## src/rtl/eip_defs.svh

```systemverilog
// Contract
// - Drive select bit 0 gives full drive, 1 gives about one third drive.
// - Drive select has no effect on a pin configured as input.
// - Pull enable activates a pull device only while the pin is input.
// - After reset all pull enable bits of the eight-bit port are cleared.
// - Polarity 0: falling edge sets the flag; enabled pull is a pull-up.
// - Polarity 1: rising edge sets the flag; enabled pull is a pull-down.
// - Each interrupt enable bit masks (0) or allows (1) its own pin.
// - Each flag is set by the active edge selected by its polarity bit.
// - Writing 1 to a flag clears it; writing 0 leaves it unchanged.
// - Interrupt request is raised while any flag is set and enabled.
// - Second port data reads latch where direction is 1, else pin level.
// - Second port input register always returns present pin levels.
// - Writes to the second port input register are ignored.
// - Direction bit 0 makes the pin input, 1 makes it output.
// - Pin readback may lag a direction change by up to two cycles.
`ifndef EIP_DEFS_SVH
`define EIP_DEFS_SVH

// Register offsets
`define EIP_ADDR_W 6
`define EIP_OFS_DRIVE 6'h1b
`define EIP_OFS_PULL_EN 6'h1c
`define EIP_OFS_POLARITY 6'h1d
`define EIP_OFS_INT_EN 6'h1e
`define EIP_OFS_FLAGS 6'h1f
`define EIP_OFS_P_DIR 6'h1a
`define EIP_OFS_P_INPUT 6'h19
`define EIP_OFS_J_DATA 6'h28
`define EIP_OFS_J_LEVELS 6'h29
`define EIP_OFS_J_DIR 6'h2a

// Reset values
`define EIP_RST_BYTE 8'h00
`define EIP_RST_JBITS 2'h0

// Second port occupies bits 7:6
`define EIP_J_HI 7
`define EIP_J_LO 6
`define EIP_J_PAD 6'h00

// Edges count only once both sync stages and the last sample hold pins
`define EIP_ARM_DEPTH 3

`endif

```

## src/rtl/eip_pkg.sv

```systemverilog
package eip_pkg;
	// Register bus request
	typedef struct packed {
		logic [5:0] addr;
		logic [7:0] wdata;
		logic wr;
		logic rd;
	} eip_bus_s;

	// Per-pin pad controls, one bit per pin
	typedef struct packed {
		logic [7:0] out_val;
		logic [7:0] out_n_en;
		logic [7:0] reduced;
		logic [7:0] pull_up;
		logic [7:0] pull_down;
	} eip_pad_s;

	// Second port pad controls
	typedef struct packed {
		logic [1:0] out_val;
		logic [1:0] out_n_en;
	} eip_jpad_s;
endpackage : eip_pkg

```

## src/rtl/eip_pin_sync.sv

```systemverilog
`timescale 1ns/1ps
`default_nettype none
module eip_pin_sync #(
	parameter int WIDTH = 8
) (
	// Clock and reset
	input wire logic clk,
	input wire logic nrst,
	// Raw pins and synchronised levels
	input wire logic [WIDTH-1:0] pin_raw,
	output logic [WIDTH-1:0] pin_sync
);
	logic [WIDTH-1:0] stage1;

	// Refused at elaboration, before any logic is built
	if (WIDTH < 1) begin : g_bad_width
		$error("eip_pin_sync: WIDTH must be at least 1");
	end

	// Two flops; stage1 feeds only pin_sync, never other logic
	always_ff @(posedge clk) begin
		if (!nrst) begin
			stage1 <= '0;
			pin_sync <= '0;
		end else begin
			stage1 <= pin_raw;
			pin_sync <= stage1;
		end
	end
endmodule : eip_pin_sync
`default_nettype wire

```

## src/rtl/eip_port_regs.sv

```systemverilog
// Added by the designer: the strobed register port.
`timescale 1ns/1ps
`default_nettype none
`include "eip_defs.svh"
module eip_port_regs #(
	parameter int PINS = 8,
	parameter int JPINS = 2
) (
	// Clock and reset
	input wire logic clk,
	input wire logic nrst,
	// Register port
	input wire eip_pkg::eip_bus_s bus,
	output logic [7:0] rdata,
	// Eight-bit port pins
	input wire logic [PINS-1:0] p_pin_in,
	output eip_pkg::eip_pad_s p_pad,
	// Second port pins, bits 7:6 of its registers
	input wire logic [JPINS-1:0] j_pin_in,
	output eip_pkg::eip_jpad_s j_pad,
	// Interrupt request
	output logic irq
);
	import eip_pkg::*;

	// Register map fixes the widths; refuse anything else at elaboration
	if (PINS != 8) begin : g_bad_pins
		$error("eip_port_regs: PINS must be 8");
	end
	if (JPINS != 2) begin : g_bad_jpins
		$error("eip_port_regs: JPINS must be 2");
	end

	logic [7:0] drive_strength_select;
	logic [7:0] pull_device_enable;
	logic [7:0] pull_and_edge_polarity;
	logic [7:0] pin_interrupt_enable;
	logic [7:0] pin_edge_flags;
	logic [7:0] first_port_direction;
	logic [7:0] first_port_latch;
	logic [1:0] second_port_latch;
	logic [1:0] second_port_direction;
	logic [7:0] p_sync;
	logic [7:0] p_prev;
	logic [1:0] j_sync;
	logic [7:0] edge_seen;
	logic [7:0] next_flags;
	logic [7:0] next_rdata;
	logic wr_flags;
	logic wr_drive;
	logic wr_pull_en;
	logic wr_polarity;
	logic wr_int_en;
	logic wr_p_dir;
	logic wr_p_latch;
	logic wr_j_data;
	logic wr_j_dir;
	logic [`EIP_ARM_DEPTH-1:0] arm_fill;
	logic edges_armed;

	// Synchronise both ports in one instance
	eip_pin_sync #(
		.WIDTH(PINS + JPINS)
	) u_sync (
		.clk(clk),
		.nrst(nrst),
		.pin_raw({j_pin_in, p_pin_in}),
		.pin_sync({j_sync, p_sync})
	);

	// Write decode; second port level offset gets no enable, so its writes drop
	assign wr_drive = bus.wr && (bus.addr == `EIP_OFS_DRIVE);
	assign wr_pull_en = bus.wr && (bus.addr == `EIP_OFS_PULL_EN);
	assign wr_polarity = bus.wr && (bus.addr == `EIP_OFS_POLARITY);
	assign wr_int_en = bus.wr && (bus.addr == `EIP_OFS_INT_EN);
	assign wr_p_dir = bus.wr && (bus.addr == `EIP_OFS_P_DIR);
	assign wr_p_latch = bus.wr && (bus.addr == `EIP_OFS_P_INPUT);
	assign wr_j_data = bus.wr && (bus.addr == `EIP_OFS_J_DATA);
	assign wr_j_dir = bus.wr && (bus.addr == `EIP_OFS_J_DIR);

	// Drive select, only felt by pins that drive
	always_ff @(posedge clk) begin
		if (!nrst) begin
			drive_strength_select <= `EIP_RST_BYTE;
		end else if (wr_drive) begin
			drive_strength_select <= bus.wdata;
		end
	end

	// Pull enable; all pulls off out of reset
	always_ff @(posedge clk) begin
		if (!nrst) begin
			pull_device_enable <= `EIP_RST_BYTE;
		end else if (wr_pull_en) begin
			pull_device_enable <= bus.wdata;
		end
	end

	// Polarity picks both the active edge and the pull direction
	always_ff @(posedge clk) begin
		if (!nrst) begin
			pull_and_edge_polarity <= `EIP_RST_BYTE;
		end else if (wr_polarity) begin
			pull_and_edge_polarity <= bus.wdata;
		end
	end

	// Interrupt enable, one mask bit per pin
	always_ff @(posedge clk) begin
		if (!nrst) begin
			pin_interrupt_enable <= `EIP_RST_BYTE;
		end else if (wr_int_en) begin
			pin_interrupt_enable <= bus.wdata;
		end
	end

	// Eight-bit port direction; all inputs out of reset
	always_ff @(posedge clk) begin
		if (!nrst) begin
			first_port_direction <= `EIP_RST_BYTE;
		end else if (wr_p_dir) begin
			first_port_direction <= bus.wdata;
		end
	end

	// Eight-bit output latch
	always_ff @(posedge clk) begin
		if (!nrst) begin
			first_port_latch <= `EIP_RST_BYTE;
		end else if (wr_p_latch) begin
			first_port_latch <= bus.wdata;
		end
	end

	// Second port latch, upper two bits of the byte
	always_ff @(posedge clk) begin
		if (!nrst) begin
			second_port_latch <= `EIP_RST_JBITS;
		end else if (wr_j_data) begin
			second_port_latch <= bus.wdata[`EIP_J_HI:`EIP_J_LO];
		end
	end

	// Second port direction, upper two bits of the byte
	always_ff @(posedge clk) begin
		if (!nrst) begin
			second_port_direction <= `EIP_RST_JBITS;
		end else if (wr_j_dir) begin
			second_port_direction <= bus.wdata[`EIP_J_HI:`EIP_J_LO];
		end
	end

	// Previous synchronised sample for edge detection
	always_ff @(posedge clk) begin
		if (!nrst) begin
			p_prev <= `EIP_RST_BYTE;
		end else begin
			p_prev <= p_sync;
		end
	end

	// Stages reset to 0 under a high pin would fake an edge; wait them out
	always_ff @(posedge clk) begin
		if (!nrst) begin
			arm_fill <= '0;
		end else begin
			arm_fill <= {arm_fill[`EIP_ARM_DEPTH-2:0], 1'b1};
		end
	end
	// Limitation: edges in the first cycles after reset are not flagged
	assign edges_armed = arm_fill[`EIP_ARM_DEPTH-1];

	// Flags: an edge in the clearing cycle still sets the flag
	assign wr_flags = bus.wr && (bus.addr == `EIP_OFS_FLAGS);
	always_comb begin
		next_flags = pin_edge_flags;
		if (wr_flags) begin
			next_flags = next_flags & ~bus.wdata;
		end
		next_flags = next_flags | edge_seen;
	end

	always_ff @(posedge clk) begin
		if (!nrst) begin
			pin_edge_flags <= `EIP_RST_BYTE;
		end else begin
			pin_edge_flags <= next_flags;
		end
	end

	// Masked request, independent per pin
	assign irq = |(pin_edge_flags & pin_interrupt_enable);

	// Pad controls per pin; output enable is active low
	genvar g;
	generate
		for (g = 0; g < 8; g++) begin : g_pad
			logic is_out;
			assign is_out = first_port_direction[g];
			// Active edge by polarity, once the synchroniser has refilled
			assign edge_seen[g] = edges_armed & (pull_and_edge_polarity[g]
				? (p_sync[g] & ~p_prev[g])
				: (~p_sync[g] & p_prev[g]));
			assign p_pad.out_val[g] = first_port_latch[g];
			assign p_pad.out_n_en[g] = ~is_out;
			// Reduced drive only matters when driving
			assign p_pad.reduced[g] = is_out & drive_strength_select[g];
			// Pull only on inputs; polarity picks up or down
			assign p_pad.pull_up[g] = ~is_out & pull_device_enable[g]
				& ~pull_and_edge_polarity[g];
			assign p_pad.pull_down[g] = ~is_out & pull_device_enable[g]
				& pull_and_edge_polarity[g];
		end
	endgenerate

	assign j_pad.out_val = second_port_latch;
	assign j_pad.out_n_en = ~second_port_direction;

	// Read mux; synchronised levels lag pins by two cycles
	always_comb begin
		next_rdata = `EIP_RST_BYTE;
		case (bus.addr)
			`EIP_OFS_DRIVE: next_rdata = drive_strength_select;
			`EIP_OFS_PULL_EN: next_rdata = pull_device_enable;
			`EIP_OFS_POLARITY: next_rdata = pull_and_edge_polarity;
			`EIP_OFS_INT_EN: next_rdata = pin_interrupt_enable;
			`EIP_OFS_FLAGS: next_rdata = pin_edge_flags;
			`EIP_OFS_P_DIR: next_rdata = first_port_direction;
			`EIP_OFS_P_INPUT: next_rdata = p_sync;
			`EIP_OFS_J_DATA: next_rdata = {(second_port_direction
				& second_port_latch) | (~second_port_direction & j_sync),
				`EIP_J_PAD};
			`EIP_OFS_J_LEVELS:
				next_rdata = {j_sync, `EIP_J_PAD};
			`EIP_OFS_J_DIR: next_rdata = {second_port_direction, `EIP_J_PAD};
			default: next_rdata = `EIP_RST_BYTE;
		endcase
	end

	// Read data registered, valid the cycle after the strobe only
	always_ff @(posedge clk) begin
		if (!nrst) begin
			rdata <= `EIP_RST_BYTE;
		end else if (bus.rd) begin
			rdata <= next_rdata;
		end else begin
			rdata <= `EIP_RST_BYTE;
		end
	end
endmodule : eip_port_regs
`default_nettype wire

```

## config.mk

```make
export PLATFORM = sky130hd
export DESIGN_NAME = eip_port_regs
export DESIGN_NICKNAME = d
export VERILOG_FILES = /design/src/rtl/eip_pkg.sv /design/src/rtl/eip_pin_sync.sv /design/src/rtl/eip_port_regs.sv
export VERILOG_INCLUDE_DIRS = /design/src /design/src/rtl
export SDC_FILE = /design/constraint.sdc
export NUM_CORES = 1
export LEC_CHECK = 0
export BUFFER_PORTS_ARGS = -buffer_cell sky130_fd_sc_hd__buf_2
export CAP_MARGIN = 15
export CORE_MARGIN = 2
export CORE_UTILIZATION = 35
export DETAILED_ROUTE_END_ITERATION = 10
export GPL_TIMING_DRIVEN = 0
export PLACE_DENSITY_LB_ADDON = 0.15
export SKIP_CTS_REPAIR_TIMING = 1
export SLEW_MARGIN = 40
export SYNTH_ARGS = -nofsm -noshare
export SYNTH_HDL_FRONTEND = slang
export SYNTH_SLANG_ARGS = --single-unit
```

## constraint.sdc

```tcl
create_clock -name clk -period 2.9 [get_ports clk]
set_input_delay 0 -clock clk [delete_from_list [all_inputs] [get_ports clk]]
set_output_delay 0 -clock clk [all_outputs]
set_load 0.01 [all_outputs]
```

==> results of run 1 <==
==> cell families (layout without fill, tap and decap cells) <==
group,count (synthesis),in the layout,synth area share (%)
DFF,99,99,45.2
and+or+nand+nor,165,165,23.6
muxes,66,66,16.8
AOI/OAI and AO/OA,57,57,9.50
buffers and inverters,45,147,4.88
==> worst max path at each step <==
| stage | startpoint | endpoint | slack (ns) |
|---|---|---|---|
| after CTS | pull_and_edge_polarity[1]$_SDFFE_PN0P_ | rdata[1]$_SDFF_PN0_ | 1.60 |
| final | nrst | rdata[7]$_SDFF_PN0_ | 1.39 |
| after floorplan | bus[10] | rdata[3]$_SDFF_PN0_ | 1.74 |
| after global routing | nrst | pin_edge_flags[3]$_SDFF_PN0_ | 1.28 |
| after detailed placement | bus[11] | pin_edge_flags[3]$_SDFF_PN0_ | 1.38 |
| after global placement | bus[11] | pin_edge_flags[5]$_SDFF_PN0_ | 1.44 |
==> final cells by class <==
type,count,share of cell area [%]
plain buffers,25,2.59
well taps,168,3.91
multi-input cells,288,40.8
clock inverters,5,1.02
clock buffers,10,4.26
inverters,20,1.40
repair buffers,87,9.13
flip-flops and latches,99,36.9
==> flip-flops by register name, summed over array words and instances (netlist names) <==
| register | cells |
|---|---|
| p_prev | 8 |
| pull_device_enable | 8 |
| second_port_latch | 2 |
| pin_edge_flags | 8 |
| arm_fill | 3 |
| u_sync.stage1 | 10 |
| pin_interrupt_enable | 8 |
| drive_strength_select | 8 |
| pull_and_edge_polarity | 8 |
| first_port_direction | 8 |
| u_sync.pin_sync | 10 |
| first_port_latch | 8 |
| second_port_direction | 2 |
| rdata | 8 |
==> per-stage QoR <==
stage                     setup slack, ns  util [%]
final                                1.39      44.3
after global routing                 1.28      44.3
after CTS                            1.60      43.4
after detailed placement             1.38      41.1
after global placement               1.44      41.1
after floorplan                      1.74         -
==> report_power, final <==
group          internal, W  total, W  switching [W]
logic            0.0000749  0.000163      0.0000878
registers          0.00138   0.00139      0.0000136
clock network     0.000661   0.00117       0.000509
total              0.00212   0.00273       0.000610
==> metal layers <==
| metal | routed length (µm) | share of wire, % |
|---|---|---|
| met3 | 563 | 5.1 |
| met4 | 82 | 0.74 |
| met1 | 5320 | 48 |
| met5 | 0 | 0 |
| met2 | 5050 | 46 |
==> placed cells by master, fill, tap and decap left out, drive strengths merged, types with 15 or more instances in the layout <==
cell type / synthesis / routed
mux2i: 59 / 59
and2: 39 / 39
dfxtp: 99 / 99
nor2: 15 / 15
buf: 12 / 88
inv: 20 / 20
clkbuf: 13 / 23
nor3b: 17 / 17
o21ai: 17 / 17
nor2b: 53 / 53
==> critical path, cell delays in order <==
cell and delay [ns]:
dlygate4sd3_1 0.51, buf_2 0.10, clkbuf_1 0.44, o2111ai_2 0.42
a41oi_1 0.28
==> results_dict.tcl, run 1 <==
set metrics [dict create \
    status "finished clean" \
    dp_hpwl_um 8240 \
    syn_avg_cell_area_um2 10.2 \
    yosysTopAreaCellShare_pct 45.2 \
    tritoncts "yes" \
    worst-r2r-setup-slack_ns 1.62 \
    synth.most_common_cell "dfxtp_1" \
    routed_via_density 4.80 \
    place.gp.congestion 0.880 \
    final_area_mm2 0.00537 \
    die_area_mm2 0.0134 \
    maxClockFrequency_mhz 663 \
    die_w_um 116 \
    regToRegEndpoint "rdata[5]$_SDFF_PN0_" \
    yosys_register_bits 99 \
    nets 558 \
    row_count 40 \
    critPathLaunchType "input pin" \
    r2r_start "pull_and_edge_polarity[5]$_SDFFE_PN0P_" \
    rsz0062_at_grt "false" \
    leakage_nw 2.33 \
    worstPathArrival_ns 1.77 \
    synth_async_sr_flop_share_pct 0 \
    hold_violations 0 \
    tightest_slew_ns 0.576 \
    grt_usage_pct 16.8 \
    port_buffers 76 \
    wl_per_cell_um 15.7 \
    hp-class "in2reg" \
    postSynthNetCount 460 \
    whs_ns 0.0379 \
    cts_sinks 99 \
    setup_violations 0 \
    gr-total-overflow 0 \
    grt_pass1_wl_um 17000 \
    syn_area_mm2 0.00439 \
    ir_drop_uv 278 \
    synth_area_leaders "dfxtp_1 45%, mux2i_1 13%, nor2b_1 7.6%, and2_1 5.6%, mux4_2 3.1%" \
    r2r_cells 3 \
    seq_area_frac_synth_pct 45.2 \
    fill_cells 1196 \
    start_util_pct 36.2 \
    antenna_found_initial 0 \
    synth-edff-count 0 \
    die_h_um 116 \
    htreeDepth 3 \
    yosys.cell_types.count 42 \
    use_met2_pct 26.3 \
    synth-main-ff-cell "dfxtp_1" \
    insertedDiodeCount 0 \
    cts_made_buffers 9 \
    finClkSkew_ns 0.00767 \
    drt-total-wl_um 11000 \
    powerDensity_mw_per_mm2 508 \
    multi_input_comb_area_mm2 0.00219 \
    clkLatencyLatePin_ns 0.34 \
    regArea_mm2 0.00198 \
    slew_viol_final 0 \
    grt_max_degree 16 \
    layout.cells.non_filler 702 \
    clkSlewWorstSetupHoldPaths_ns 0.07 \
    cts-root-buf "clkbuf_16" \
    synthTopCellsByCount "99 x dfxtp_1, 59 x mux2i_1, 53 x nor2b_1, 39 x and2_1, 20 x inv_1" \
    whs_endpoint "pull_and_edge_polarity[0]$_SDFFE_PN0P_" \
    drv_cap 0 \
    slew_headroom_pct 61.6 \
    worst_setup_path_end_kind "flip-flop" \
    io-pin-count 81 \
    synthCells 432 \
    fin_tns_setup_ns 0 \
    drc 0 \
    syn_to_final_growth_pct 22.4 \
    dpl_cell_area_mm2 0.00498 \
    met3_usage_pct 3.40 \
    path_class "in2reg" \
    grt_pass1_vias 3173 \
    drt_iter0_markers 231 \
    power_w 0.00273 \
    synth_top_area_cell "dfxtp_1" \
    firstDrtPassIters 5 \
    period_needed_ns 1.51 \
    fp.coreArea_mm2 0.0121 \
    worstHoldPathCells 3 \
    required_ns 3.16 \
    dp.cells 676 \
    use_met1_pct 23.0 \
    ant_nets 0 \
    worstPathMaxFanout 10 \
    min_period_over_period_pct 52.0 \
    yosysWarnings 0 \
    top_usage_layer "met2" \
    hold_start "bus[2]" \
    clock_path_buffers 2 \
    drive_gt1_share_pct 21.9 \
    via_count 3367 \
]
(Power assumes the default switching activity.)
==> run 2, diff against run 1 <==
==> constraint.sdc (replaced) <==
create_clock -name clk -period 1.37 [get_ports clk]
set_input_delay 0 -clock clk [delete_from_list [all_inputs] [get_ports clk]]
set_output_delay 0 -clock clk [all_outputs]
set_load 0.01 [all_outputs]
==> results_dict.tcl, run 2 (synthesis results as in run 1) <==
set metrics [dict create \
    drt_iter0_markers 219 \
    grt_max_degree 16 \
    crit_end "rdata[4]$_SDFF_PN0_" \
    drt-total-wl_um 11000 \
    dpl_cell_area_mm2 0.00498 \
    ant_nets 0 \
    die_h_um 116 \
    min_period_over_period_pct 93.7 \
    mostFrequentLayoutCell "dfxtp_1" \
    cts_made_buffers 9 \
    gr-total-overflow 0 \
    leakage_nw 2.33 \
    required_ns 1.57 \
    nets 558 \
    via_count 3370 \
    drc 0 \
    hold_violations 0 \
    tritoncts "yes" \
    wl_per_cell_um 15.7 \
    tightest_slew_ns 0.558 \
    worst-r2r-setup-slack_ns 0.09 \
    ir_drop_uv 593 \
    layout.cells.non_filler 702 \
    die_area_mm2 0.0134 \
    dp.cells 676 \
    port_buffers 76 \
    syn_to_final_growth_pct 22.5 \
    internal-power_w 0.00448 \
    drv_cap 0 \
    fill_cells 1194 \
    worstPathArrival_ns 1.49 \
    status "finished clean" \
    clkLatencyLatePin_ns 0.34 \
    final_area_mm2 0.00537 \
    setup_violations 0 \
    r2r_start "pull_and_edge_polarity[4]$_SDFFE_PN0P_" \
    regToRegEndpoint "rdata[4]$_SDFF_PN0_" \
    routed_via_density 4.80 \
    start_util_pct 36.2 \
    p_clk_share_pct 43.0 \
    worstHoldPathCells 3 \
    fin_ws_ns 0.0856 \
    antenna_found_initial 0 \
    firstDrtPassIters 4 \
    clock_path_buffers 2 \
    row_count 40 \
    powerDensity_mw_per_mm2 1080 \
    dp_hpwl_um 8240 \
    utilization_pct 44.4 \
    final_cell_mix "98 x dfxtp_1, 79 x buf_2, 59 x mux2i_1, 53 x nor2b_1, 39 x and2_1" \
    cts_sinks 99 \
    clkSlewWorstSetupHoldPaths_ns 0.07 \
    finClkSkew_ns 0.00598 \
    insertedDiodeCount 0 \
    die_w_um 116 \
    place.gp.congestion 0.880 \
    hp-class "in2reg" \
    critPathLaunchType "flip-flop" \
    rsz0062_at_grt "false" \
    p_sw_share_pct 22.5 \
    r2r_cells 3 \
    pwr-share-comb_pct 6.0 \
    grt_pass1_vias 3173 \
    fp.coreArea_mm2 0.0121 \
    worstPathMaxFanout 6 \
    critPathLaunch "pull_and_edge_polarity[4]$_SDFFE_PN0P_" \
    drive_gt1_share_pct 22.1 \
    grt_usage_pct 16.8 \
    largestRegisters "u_sync.pin_sync: 10 flops, u_sync.stage1: 10 flops" \
    path_class "reg2reg" \
    maxClockFrequency_mhz 779 \
    hold_start "bus[7]" \
    cts-root-buf "clkbuf_16" \
    slew_viol_final 0 \
    worst_setup_path_end_kind "flip-flop" \
    slew_headroom_pct 62.8 \
    htreeDepth 3 \
    grt_pass1_wl_um 17000 \
    dp_slack_ns -0.153 \
    io-pin-count 81 \
    pwr-share-seq_pct 51.1 \
    p_sw_w 0.00130 \
    period_needed_ns 1.28 \
]
run 2: per-layer routing:
layer / routed length (µm) / share of wire [%] / global-route usage (%)
met3: 434 / 3.9 / 3.40
met1: 5460 / 50 / 23.0
met4: 189 / 1.7 / 6.43
met2: 4930 / 45 / 26.3
met5: 0 / 0 / 0
run 2: worst min-delay path by stage:
stage | slack [ns] | end
2_1_floorplan | 0.03 | arm_fill[0]$_DFF_P_
3_3_place_gp | 0.12 | arm_fill[0]$_DFF_P_
3_5_place_dp | 0.12 | arm_fill[0]$_DFF_P_
4_1_cts | -0.25 | arm_fill[0]$_DFF_P_
5_1_grt | 0.03 | first_port_latch[2]$_SDFFE_PN0P_
6_report | 0.03 | pull_and_edge_polarity[5]$_SDFFE_PN0P_
run 2: layout make-up:
cell class | instances | area [µm²] | area share [%]
flip-flops and latches | 99 | 1980 | 36.9
well taps | 168 | 210 | 3.91
multi-input cells | 288 | 2190 | 40.8
clock buffers | 10 | 229 | 4.26
inverters | 20 | 75.1 | 1.40
plain buffers | 25 | 139 | 2.58
repair buffers | 87 | 490 | 9.13
clock inverters | 5 | 55.1 | 1.02
run 2: stage by stage:
stage	hold WS, ns	TNS, ns	power [W]
final	0.0337	0	0.00578
after global routing	0.0339	0	0.00598
after CTS	-0.247	0	0.00581
after detailed placement	0.117	-1.26	0.00334
after global placement	0.117	-1.17	0.00334
after floorplan	0.0277	0	0.00321
run 2: critical path: stages, from the launching register on:
cell,delay [ns]
dfxtp_1,0.39
mux4_2,0.47
a22oi_1,0.20
nor2_1,0.08
run 2: power groups by stage:
stage / sequential [W] / clock (W) / combinational (W)
final: 0.00295 / 0.00248 / 0.000345
after global routing: 0.00296 / 0.00264 / 0.000377
after CTS: 0.00295 / 0.00253 / 0.000324
after detailed placement: 0.00302 / 0 / 0.000323
after global placement: 0.00302 / 0 / 0.000320
after floorplan: 0.00301 / 0 / 0.000201
==> run 3, diff against run 2 <==
--- a/config.mk
+++ b/config.mk
@@ -9,7 +9,7 @@
 export BUFFER_PORTS_ARGS = -buffer_cell sky130_fd_sc_hd__buf_2
 export CAP_MARGIN = 15
 export CORE_MARGIN = 2
-export CORE_UTILIZATION = 35
+export CORE_UTILIZATION = 50
 export DETAILED_ROUTE_END_ITERATION = 10
 export GPL_TIMING_DRIVEN = 0
 export PLACE_DENSITY_LB_ADDON = 0.15
@@ -17,4 +17,5 @@
 export SLEW_MARGIN = 40
 export SYNTH_ARGS = -nofsm -noshare
 export SYNTH_HDL_FRONTEND = slang
+export SYNTH_HIERARCHICAL = 1
 export SYNTH_SLANG_ARGS = --single-unit
==> results_dict.tcl, run 3 <==
set metrics [dict create \
    wl_per_cell_um 18.1 \
    drt-total-wl_um 12200 \
    cts-root-buf "clkbuf_8" \
    ir_drop_uv 685 \
    final_cell_mix "90 x dfxtp_1, 82 x buf_2, 45 x nand2_1, 38 x nand3_1, 33 x and2_1" \
    cp.depth 3 \
    whs_ns 0.0417 \
    setup_violations 2 \
    port_buffers 78 \
    antenna_found_initial 0 \
    status "complete, but fails checks" \
    synth_area_leaders "dfxtp_1 46%, a21boi_1 5.6%, mux2i_1 4.9%, and2_1 4.8%, nand3_1 4.4%" \
    cts_made_buffers 9 \
    clkSlewWorstSetupHoldPaths_ns 0.10 \
    top_usage_layer "met2" \
    cp_slowest_stage_delay_ns 0.46 \
    clock_path_buffers 2 \
    hold_violations 0 \
    syn_avg_cell_area_um2 9.41 \
    utilization_pct 63.3 \
    hp-class "in2reg" \
    synth_async_sr_flop_share_pct 0 \
    mostFrequentLayoutCell "dfxtp_1" \
    grt_usage_pct 25.7 \
    htreeDepth 3 \
    slew_viol_final 0 \
    dp_hpwl_um 8400 \
    synth.most_common_cell "dfxtp_1" \
    synthCells 456 \
    die_w_um 96.6 \
    path_class "reg2reg" \
    ant_nets 0 \
    met3_usage_pct 5.56 \
    use_met2_pct 42.6 \
    crit_slowest_cell "mux4_2" \
    seq_area_frac_synth_pct 46.2 \
    insertedDiodeCount 0 \
    maxClockFrequency_mhz 688 \
    io-pin-count 81 \
    period_needed_ns 1.45 \
    critPathLaunchType "flip-flop" \
    via_count 3826 \
    drv_cap 0 \
    postSynthNetCount 484 \
    r2r_cells 3 \
    drc 0 \
    fin_ws_ns -0.0843 \
    cts_sinks 99 \
    worst_setup_path_end_kind "flip-flop" \
    grt_pass1_vias 3556 \
    routed_via_density 5.66 \
    powerDensity_mw_per_mm2 965 \
    worstPathArrival_ns 1.67 \
    worstPathMaxFanout 4 \
    drive_gt1_share_pct 26.3 \
    firstDrtPassIters 5 \
    yosys.cell_types.count 43 \
    fin_tns_setup_ns -0.155 \
    rsz0062_at_grt "true" \
    gr-total-overflow 0 \
    leakage_nw 2.13 \
    use_met1_pct 33.1 \
    dpl_cell_area_mm2 0.00481 \
    drt_iter0_markers 295 \
    synth-main-ff-cell "dfxtp_1" \
    yosysTopAreaCellShare_pct 46.2 \
    tritoncts "yes" \
    worstHoldPathCells 3 \
    min_period_over_period_pct 106 \
    slew_headroom_pct 57.2 \
    fp.coreArea_mm2 0.00826 \
    nets 595 \
    cp_top_family "compound AO/OA/AOI/OAI gates" \
    tightest_slew_ns 0.642 \
    yosys_register_bits 99 \
    clkLatencyLatePin_ns 0.36 \
    die_area_mm2 0.00934 \
    die_h_um 96.6 \
    grt_max_degree 17 \
    row_count 33 \
    syn_area_mm2 0.00429 \
    finClkSkew_ns 0.00701 \
    synth-edff-count 0 \
    violations "setup timing" \
    final_area_mm2 0.00523 \
    syn_to_final_growth_pct 21.8 \
    synth_top_area_cell "dfxtp_1" \
    required_ns 1.59 \
    largestRegisters "u_sync/pin_sync: 10 flops, u_sync/stage1: 10 flops" \
    synthTopCellsByCount "99 x dfxtp_1, 45 x nand2_1, 38 x nand3_1, 33 x and2_1, 32 x a21boi_1" \
    start_util_pct 51.9 \
    grt_pass1_wl_um 18800 \
    place.gp.congestion 0.892 \
    yosysWarnings 6 \
    crit_buf_inv 0 \
    cp_cell_sequence "mux4_2, a222oi_1, a21oi_1" \
]
-- run 3: power by group --
part | total, W | switching, W | internal [W] | leakage (nW)
Clock | 0.00174 | 0.00103 | 0.000711 | 0.0852
Sequential | 0.00295 | 0.0000299 | 0.00292 | 0.809
Combinational | 0.000354 | 0.000192 | 0.000162 | 1.24
-- run 3: path summary, 6_finish.rpt --
path	to	slack (ns)	start
setup / recovery	rdata[0]$_SDFF_PN0_	-0.08	pull_device_enable[0]$_SDFFE_PN0P_
hold / removal	first_port_latch[7]$_SDFFE_PN0P_	0.04	bus[9]
setup reg to reg	rdata[0]$_SDFF_PN0_	-0.08	pull_device_enable[0]$_SDFFE_PN0P_
hold reg to reg	u_sync/pin_sync[5]$_SDFF_PN0_	0.44	u_sync/stage1[5]$_SDFF_PN0_
-- run 3: worst reg2reg max path, stage by stage, from the launching register on --
cell and delay, ns:
dfxtp_1 0.35, mux4_2 0.46, a222oi_1 0.36, a21oi_1 0.15
-- run 3: cells by family (layout without fill, tap and decap cells) --
kind of cell	count (synthesis)	count (layout)	share of synthesized area, %
DFF	99	99	46.2
and+or+nand+nor	195	195	25.8
muxes	28	28	7.88
AOI/OAI and AO/OA	88	88	14.8
buffers and inverters	46	161	5.37
-- run 3: per-layer routing --
layer,routed length (µm),vias up
li1,-,1811
met1,5190,1821
met3,935,24
met4,323,0
met2,5780,170
met5,0,-
-- run 3: per-stage QoR --
step / power (W) / cells / setup WS, ns
global route: 0.00522 / 676 / -0.134
detailed placement: 0.00333 / 639 / -0.295
floorplan: 0.00318 / 456 / 0.0873
global placement: 0.00332 / 639 / -0.319
finish: 0.00504 / 676 / -0.0843
CTS: 0.00503 / 654 / -0.0943
-- run 3: layout make-up --
cell class	count	area, µm²
Fill cell	717	3030
Clock buffer	10	138
Inverter	19	71.3
Multi-Input combinational cell	311	2090
Sequential cell	99	2000
Tap cell	105	131
Buffer	27	159
Clock inverter	5	37.5
Timing Repair Buffer	100	598
